[config.mk]
export PLATFORM = sky130hd
export DESIGN_NAME = hcs_port
export DESIGN_NICKNAME = d
export VERILOG_FILES = /design/src/core/hcs_pkg.sv /design/src/core/hcs_sync.sv /design/src/core/hcs_port.sv
export SDC_FILE = /design/constraint.sdc
export NUM_CORES = 1
export LEC_CHECK = 0
export BUFFER_PORTS_ARGS = -buffer_cell sky130_fd_sc_hd__clkbuf_2
export CORE_MARGIN = 2
export CORE_UTILIZATION = 56
export CTS_BUF_LIST = sky130_fd_sc_hd__clkbuf_4
export CTS_CLUSTER_SIZE = 12
export DETAILED_ROUTE_END_ITERATION = 10
export HOLD_SLACK_MARGIN = 0.02
export PLACE_DENSITY = 0.77
export SKIP_LAST_GASP = 1
export SLEW_MARGIN = 20
export SYNTH_ARGS = -nofsm -noshare
export SYNTH_HDL_FRONTEND = slang
export SYNTH_SLANG_ARGS = --single-unit
[constraint.sdc]
create_clock -name clk_sys -period 2.8 [get_ports clk_sys]
set_input_delay 0.28 -clock clk_sys [delete_from_list [all_inputs] [get_ports clk_sys]]
set_output_delay 0.28 -clock clk_sys [all_outputs]
set_load 0.02 [all_outputs]
[src/core/hcs_pkg.sv]
// Package of constants for the host command/status port
package hcs_pkg;
  localparam logic [15:0] HOST_DATA_BYTE_OFS = 16'hfe00;
  localparam logic [15:0] COMMAND_BYTE_OFS = 16'hfe01;
  localparam logic [15:0] STATUS_BYTE_OFS = 16'hfe01;
  localparam logic REG_SEL_DATA = 1'b0;
  localparam logic REG_SEL_CMD = 1'b1;
  localparam logic [7:0] CMD_NOP = 8'h00;
  localparam logic [7:0] CMD_RESET_VAL = 8'h00;
  localparam logic [7:0] DATA_RESET_VAL = 8'h00;
  localparam int ST_READY_POS = 0;
  localparam int ST_CARD_BUSY_POS = 1;
  localparam int ST_KEY_AVAIL_POS = 2;
  localparam int ST_USB_BUSY_POS = 3;
  localparam int ST_USB_FULL_POS = 4;
  localparam int ST_USB_PEND_POS = 5;
  localparam logic [1:0] ST_RESERVED_VAL = 2'h0;
  localparam int CLK_HZ = 50000000;
  localparam int POWERUP_US = 100;
  localparam int POWERUP_CYCLES = (CLK_HZ / 1000000) * POWERUP_US;
  typedef enum logic [1:0] {
    HCS_POWERUP = 2'b00,
    HCS_IDLE = 2'b01,
    HCS_ACTIVE = 2'b11
  } hcs_state_e;
endpackage

[src/core/hcs_sync.sv]
// Three-stage input synchroniser with agreement filter
`timescale 1ns/100ps
module hcs_sync #(
  parameter logic RESET_VAL = 1'b1
) (
  input wire logic clk_sys,
  input wire logic reset_n,
  input wire logic async_in,
  output logic sync_out
);
  typedef struct packed {
    logic [2:0] stage;
    logic out;
  } hcs_sync_s;
  hcs_sync_s st_r, st_nxt;
  always_comb begin
    st_nxt = st_r;
    st_nxt.stage = {st_r.stage[1:0], async_in};
    if (st_r.stage[2] == st_r.stage[1]) begin
      st_nxt.out = st_r.stage[2];
    end
  end
  always_ff @(posedge clk_sys or negedge reset_n) begin
    if (!reset_n) begin
      st_r <= '{stage: {3{RESET_VAL}}, out: RESET_VAL};
    end else begin
      st_r <= st_nxt;
    end
  end
  assign sync_out = st_r.out;
endmodule

[src/core/hcs_port.sv]
// Byte-wide host command/status port with command sequencer
`timescale 1ns/100ps
// How it works
// - Two host registers: data byte and a shared command/status location.
// - Writes to the shared location load command; reads return status.
// - Result bytes are presented on the data register for host reads.
// - A NOP closes a command; device is then ready for the next.
// - Ready bit clears on reset, sets when power-up sequence ends.
// - Status bit 1 reflects flash card busy.
// - Status bit 2 reflects keyboard buffer holding unread data.
// - Status bit 3 reflects USB busy; host avoids USB commands then.
// - Status bit 4 reflects USB write buffer full.
// - Status bit 5 reflects USB data still pending to send.
// - Status bits 7 and 6 reserved; they read as zero here.
// - Command codes are eight bits; undefined codes are reserved.
// - Register select chooses data or command/status per access.
// - Strobes count only while device select is low.
// - Host data bus is bidirectional tri-state, in/out/enable.
module hcs_port #(
  parameter int POWERUP_COUNT = hcs_pkg::POWERUP_CYCLES
) (
  input wire logic clk_sys,
  input wire logic reset_n,
  input wire logic device_select_n,
  input wire logic read_strobe_n,
  input wire logic write_strobe_n,
  input wire logic register_select_line,
  input wire logic [7:0] host_data_bus_in,
  output logic [7:0] host_data_bus_out,
  output logic host_data_bus_oe,
  input wire logic flash_card_busy,
  input wire logic key_data_available,
  input wire logic usb_busy,
  input wire logic usb_buffer_full,
  input wire logic usb_data_pending,
  input wire logic [7:0] result_byte,
  input wire logic result_valid,
  output logic [7:0] command_byte,
  output logic command_strobe,
  output logic [7:0] argument_byte,
  output logic argument_strobe,
  output logic result_taken,
  output logic command_active,
  output logic [7:0] status_byte
);
  import hcs_pkg::*;

  localparam int CNT_W = $clog2(POWERUP_COUNT + 1);

  logic cs_n_s, rd_n_s, wr_n_s, sel_s;

  hcs_sync #(.RESET_VAL(1'b1)) u_sync_cs (.clk_sys(clk_sys), .reset_n(reset_n),
    .async_in(device_select_n), .sync_out(cs_n_s));
  hcs_sync #(.RESET_VAL(1'b1)) u_sync_rd (.clk_sys(clk_sys), .reset_n(reset_n),
    .async_in(read_strobe_n), .sync_out(rd_n_s));
  hcs_sync #(.RESET_VAL(1'b1)) u_sync_wr (.clk_sys(clk_sys), .reset_n(reset_n),
    .async_in(write_strobe_n), .sync_out(wr_n_s));
  hcs_sync #(.RESET_VAL(1'b0)) u_sync_sel (.clk_sys(clk_sys), .reset_n(reset_n),
    .async_in(register_select_line), .sync_out(sel_s));

  typedef struct packed {
    hcs_state_e state;
    logic [CNT_W-1:0] pwr_cnt;
    logic [7:0] din_q1;
    logic [7:0] din_q2;
    logic wr_n_d;
    logic rd_n_d;
    logic [7:0] din_d;
    logic [7:0] cmd;
    logic cmd_stb;
    logic [7:0] arg;
    logic arg_stb;
    logic res_taken;
    logic [7:0] dout;
    logic oe;
    logic [7:0] status;
    logic active;
  } hcs_port_s;

  hcs_port_s st_r, st_nxt;

  logic wr_rise, rd_fall, rd_on, nop_now;

  always_comb begin
    st_nxt = st_r;
    // Data pins pass three stages; the byte latched with the strobe is stable by then
    st_nxt.din_q1 = host_data_bus_in;
    st_nxt.din_q2 = st_r.din_q1;
    st_nxt.din_d = st_r.din_q2;
    st_nxt.wr_n_d = wr_n_s;
    st_nxt.rd_n_d = rd_n_s;
    st_nxt.cmd_stb = 1'b0;
    st_nxt.arg_stb = 1'b0;
    st_nxt.res_taken = 1'b0;
    wr_rise = wr_n_s && !st_r.wr_n_d && !cs_n_s;
    rd_on = !cs_n_s && !rd_n_s;
    rd_fall = rd_on && st_r.rd_n_d;
    nop_now = (st_r.cmd == CMD_NOP);
    // Power-up sequence, restarted by every reset
    if (st_r.state == HCS_POWERUP) begin
      if (st_r.pwr_cnt == CNT_W'(POWERUP_COUNT - 1)) begin
        st_nxt.state = HCS_IDLE;
      end else begin
        st_nxt.pwr_cnt = st_r.pwr_cnt + CNT_W'(1);
      end
    end else if (wr_rise) begin
      if (sel_s == REG_SEL_CMD) begin
        st_nxt.cmd = st_r.din_d;
        st_nxt.cmd_stb = (st_r.din_d != CMD_NOP);
        st_nxt.state = (st_r.din_d == CMD_NOP) ? HCS_IDLE : HCS_ACTIVE;
      end else if (!nop_now) begin
        st_nxt.arg = st_r.din_d;
        st_nxt.arg_stb = 1'b1;
      end
    end
    // Reads: data register gives result while a command runs; shared location gives status
    if (sel_s == REG_SEL_DATA) begin
      st_nxt.dout = result_valid ? result_byte : DATA_RESET_VAL;
      st_nxt.oe = rd_on && !nop_now;
      st_nxt.res_taken = rd_fall && !nop_now && result_valid && (st_r.state == HCS_ACTIVE);
    end else begin
      st_nxt.dout = st_r.status;
      st_nxt.oe = rd_on;
    end
    st_nxt.status = {ST_RESERVED_VAL,
      usb_data_pending,
      usb_buffer_full,
      usb_busy,
      key_data_available,
      flash_card_busy,
      st_nxt.state != HCS_POWERUP};
    st_nxt.active = (st_nxt.state == HCS_ACTIVE);
  end

  always_ff @(posedge clk_sys or negedge reset_n) begin
    if (!reset_n) begin
      st_r <= '{state: HCS_POWERUP, pwr_cnt: '0, wr_n_d: 1'b1, rd_n_d: 1'b1,
        din_q1: DATA_RESET_VAL, din_q2: DATA_RESET_VAL,
        din_d: DATA_RESET_VAL, cmd: CMD_RESET_VAL, cmd_stb: 1'b0, arg: DATA_RESET_VAL,
        arg_stb: 1'b0, res_taken: 1'b0, dout: DATA_RESET_VAL, oe: 1'b0,
        status: DATA_RESET_VAL, active: 1'b0};
    end else begin
      st_r <= st_nxt;
    end
  end

  assign host_data_bus_out = st_r.dout;
  assign host_data_bus_oe = st_r.oe;
  assign command_byte = st_r.cmd;
  assign command_strobe = st_r.cmd_stb;
  assign argument_byte = st_r.arg;
  assign argument_strobe = st_r.arg_stb;
  assign result_taken = st_r.res_taken;
  assign command_active = st_r.active;
  assign status_byte = st_r.status;
endmodule

==> impl_metrics.env <==
export IMPL_status="finished, final reports clean"
export IMPL_grt_pass1_wl_um=8390
export IMPL_post_cts_repair_setup_buffers=0
export IMPL_final_period_minus_worst_setup_slack_ns=2.198
export IMPL_cts_root_buf="sky130_fd_sc_hd__clkbuf_4"
export IMPL_worst_setup_path_start_kind="flip-flop"
export IMPL_drc=0
export IMPL_synthArstFlopShare_pct=100.0
export IMPL_total_power_w=0.002234
export IMPL_final_fill_count=409
export IMPL_chipHeight_um=81.14
export IMPL_p_seq_share_pct=63.3
export IMPL_mean_instance_size_in_the_synthesized_netlist_um2=15.08
export IMPL_reg2reg_setup_slack_ns=0.60
export IMPL_fin_crit_sh_pct=78.51
export IMPL_route_top_layer_used="met4"
export IMPL_global_route_overflow_total=0
export IMPL_postRouteAntennaNets=0
export IMPL_route_layer_met1_wl_um=2306
export IMPL_cts_made_buffers=9
export IMPL_placed_cells_incl_taps=325
export IMPL_initial_utilization_pct=56.95
export IMPL_antenna_found_initial=0
export IMPL_synth_register_bits=92
export IMPL_p_int_w=0.001738
export IMPL_fin_cells=359
export IMPL_routed_wl_um=5156
export IMPL_dp_slack_ns=0.6318
export IMPL_final_design_area_no_fill_um2=3824
export IMPL_met3_length_um=287
export IMPL_grt_start_max_net_pins=53
export IMPL_worstHoldPathType="input port to flip-flop"
export IMPL_routed_wl_met2_um=2457
export IMPL_critical_path_required_ns=3.09
export IMPL_rows=28
export IMPL_flip_flop_cell_with_the_highest_count_after_synthesis="sky130_fd_sc_hd__dfrtp_1"
export IMPL_post_cts_resize_count=0
export IMPL_areaGrowthSynthToFinish_pct=14.76
export IMPL_syn_area_um2=3332
export IMPL_cap_violations=0
export IMPL_antenna_cells=0
export IMPL_synthTopCellsByCount="sky130_fd_sc_hd__dfrtp_1 (78), sky130_fd_sc_hd__buf_4 (32), sky130_fd_sc_hd__mux2_2 (17)"
export IMPL_power_share_switching_pct=22.19
export IMPL_netlist_top_cells_area="sky130_fd_sc_hd__dfrtp_1 (59%), sky130_fd_sc_hd__dfstp_2 (11%), sky130_fd_sc_hd__buf_4 (7.2%), sky130_fd_sc_hd__mux2_2 (5.7%), sky130_fd_sc_hd__a22o_1 (1.6%)"
export IMPL_placeableCoreArea_um2=5851
export IMPL_htreeDepth=3
export IMPL_dr_total_vias=1828
export IMPL_post_route_worst_setup_slack_ns=0.6017
export IMPL_port_buffers=62
export IMPL_post_synth_top_count_cell="sky130_fd_sc_hd__dfrtp_1"
export IMPL_reg2reg_from="u_sync_wr.sync_out$_DFFE_PN1N_"
export IMPL_crit_type="flip-flop to flip-flop"
export IMPL_setup_repair_after_global_routing_missed_its_margin="no"
export IMPL_powerDensity_nw_per_um2=584.3
export IMPL_hold_viol=0
export IMPL_clkSlewWorstSetupHoldPaths_ns=0.13
export IMPL_clock_insertion_delay_at_the_later_pin_of_the_skew_report_ns=0.41
export IMPL_hold_path_startpoint="result_byte[6]"
export IMPL_cts_sinks=92
export IMPL_timing_critical_path_to_type="flip-flop"
export IMPL_wire_per_inst_um=14.36
export IMPL_clock_tree_from_tritoncts="built"
export IMPL_slew_viol_final=0
export IMPL_groute_usage_overall_pct=17.39
export IMPL_i_o_pin_count=65
export IMPL_avgViaCountPerCell=5.092
export IMPL_net_switching_power_w=0.0004958
export IMPL_worst_pin_slew_ns=0.8682
export IMPL_max_slew_margin_rel_pct=41.58
export IMPL_detailedRoute_firstPassIterationCount=4
export IMPL_fin_skew_ns=0.02559
export IMPL_max_freq_mhz=454.9
export IMPL_clock_tree_buffer_depth=2
export IMPL_chipWidth_um=81.14
export IMPL_first_iter_violations=86
export IMPL_post_synth_top_area_fraction_pct=58.58
export IMPL_setup_viol_count_final=0
export IMPL_library_cell_with_the_largest_summed_area_after_synthesis="sky130_fd_sc_hd__dfrtp_1"
export IMPL_place_congestion=0.8527
export IMPL_syn_instance_count=221
export IMPL_number_of_flops_mapped_to_enable_cells_by_yosys=0
export IMPL_post_dp_cell_area_um2=3506
export IMPL_vdd_ir_drop_max_v=0.0002989
export IMPL_crit_start="u_sync_wr.sync_out$_DFFE_PN1N_"
export IMPL_grt_pass1_vias=1806
export IMPL_post_route_cells_drive_above_1_share_pct=40.85
export IMPL_fin_setup_tns_ns=0
export IMPL_yosys_warnings=0
export IMPL_seq_area_frac_synth_pct=69.62
export IMPL_nNetsFinal=308
export IMPL_p_leak_nw=1.846
export IMPL_die_area_um2=6583
export IMPL_detailedPlacementHpwl_um=3410
export IMPL_power_share_of_the_clock_group_pct=30.9
export IMPL_critical_path_peak_fanout=9
export IMPL_comb_power_share_pct=5.9
export IMPL_crit_arrival_ns=2.48
export IMPL_netlist_cell_type_count=38
[power by group through the flow]
| stage | clock [W] | combinational [W] | sequential, W |
|---|---|---|---|
| CTS | 0.000708 | 0.000134 | 0.00141 |
| detailed placement | 0 | 0.000114 | 0.00144 |
| global placement | 0 | 0.000112 | 0.00144 |
| finish | 0.000689 | 0.000132 | 0.00141 |
| global route | 0.000765 | 0.000148 | 0.00142 |
| floorplan | 0 | 0.0000696 | 0.00143 |
[cell type report]
class,count,area [µm²],share of cell area (%)
repair buffers,83,515.5,13.48
multi-input cells,86,730.7,19.11
inverters,7,26.28,0.6872
clock inverters,5,55.05,1.440
clock buffers,11,82.58,2.160
flip-flops and latches,92,2320,60.67
well taps,75,93.84,2.454
[worst max-delay path: stages (launching register included)]
cell                        delay (ns)
sky130_fd_sc_hd__dfstp_2          0.57
sky130_fd_sc_hd__or3b_4           0.39
sky130_fd_sc_hd__a2111oi_4        0.71
sky130_fd_sc_hd__mux2_2           0.41
[per-layer routing]
layer,global-route usage [%],vias up
li1,-,852
met1,23.04,905
met2,26.86,63
met3,3.667,8
met4,9.831,0
met5,0,-
[cell usage in the layout, fill, tap and decap left out, types with 5 or more instances in the layout]
cell type / instances
sky130_fd_sc_hd__dfrtp_1: 78
sky130_fd_sc_hd__clkbuf_2: 61
sky130_fd_sc_hd__dlygate4sd3_1: 18
sky130_fd_sc_hd__mux2_2: 17
sky130_fd_sc_hd__dfstp_2: 14
sky130_fd_sc_hd__clkbuf_4: 11
sky130_fd_sc_hd__inv_1: 7
sky130_fd_sc_hd__nor4_1: 7
sky130_fd_sc_hd__a22o_1: 6
sky130_fd_sc_hd__nand4_1: 5
sky130_fd_sc_hd__xor2_1: 5
sky130_fd_sc_hd__xnor2_1: 5
[stage by stage]
stage / utilization [%] / hold WS, ns
after floorplan: - / -0.01559
final: 65.35 / 0.07869
after detailed placement: 59.92 / 0.3324
after global routing: 65.35 / 0.05489
after CTS: 65.35 / 0.05222
after global placement: 59.92 / 0.3275
[cells by family after synthesis]
group / after synthesis / share of synthesized area (%)
flops: 92 / 69.62
buf+inv: 44 / 8.562
simple gates: 34 / 6.910
compound gates: 18 / 4.845
mux: 17 / 5.745
xor+xnor: 10 / 2.628
fa+ha+maj: 5 / 1.577
other cells: 1 / 0.1125
[repair_timing]
item | 4_1_cts | 5_1_grt
setup endpoints to repair | 0 | 0
hold endpoints to repair | 53 | 0
hold buffers | 18 | 0
[registers in the layout, indices dropped and copies added, names as in the netlist, 2 cells and up]
register and count:
argument_byte 8, u_sync_sel.st_nxt 2, status_byte 6, command_byte 8, u_sync_cs.st_nxt 2, u_sync_wr.st_nxt 2, u_sync_rd.st_nxt 2, host_data_bus_out 8
st_nxt 16, st_r 25
[final timing paths]
path / cells past startpoint / to
max: 3 / argument_byte[5]$_DFFE_PN0P_
min: 2 / host_data_bus_out[6]$_DFF_PN0_
min reg2reg: 0 / u_sync_sel.st_nxt[3]$_DFF_PN0_
max in group asynchronous: 3 / st_r[66]$_DFFE_PN0P_
min in group asynchronous: 2 / st_nxt[44]$_DFF_PN0_
max reg2reg: 3 / argument_byte[5]$_DFFE_PN0P_
(Power assumes the default switching activity.)
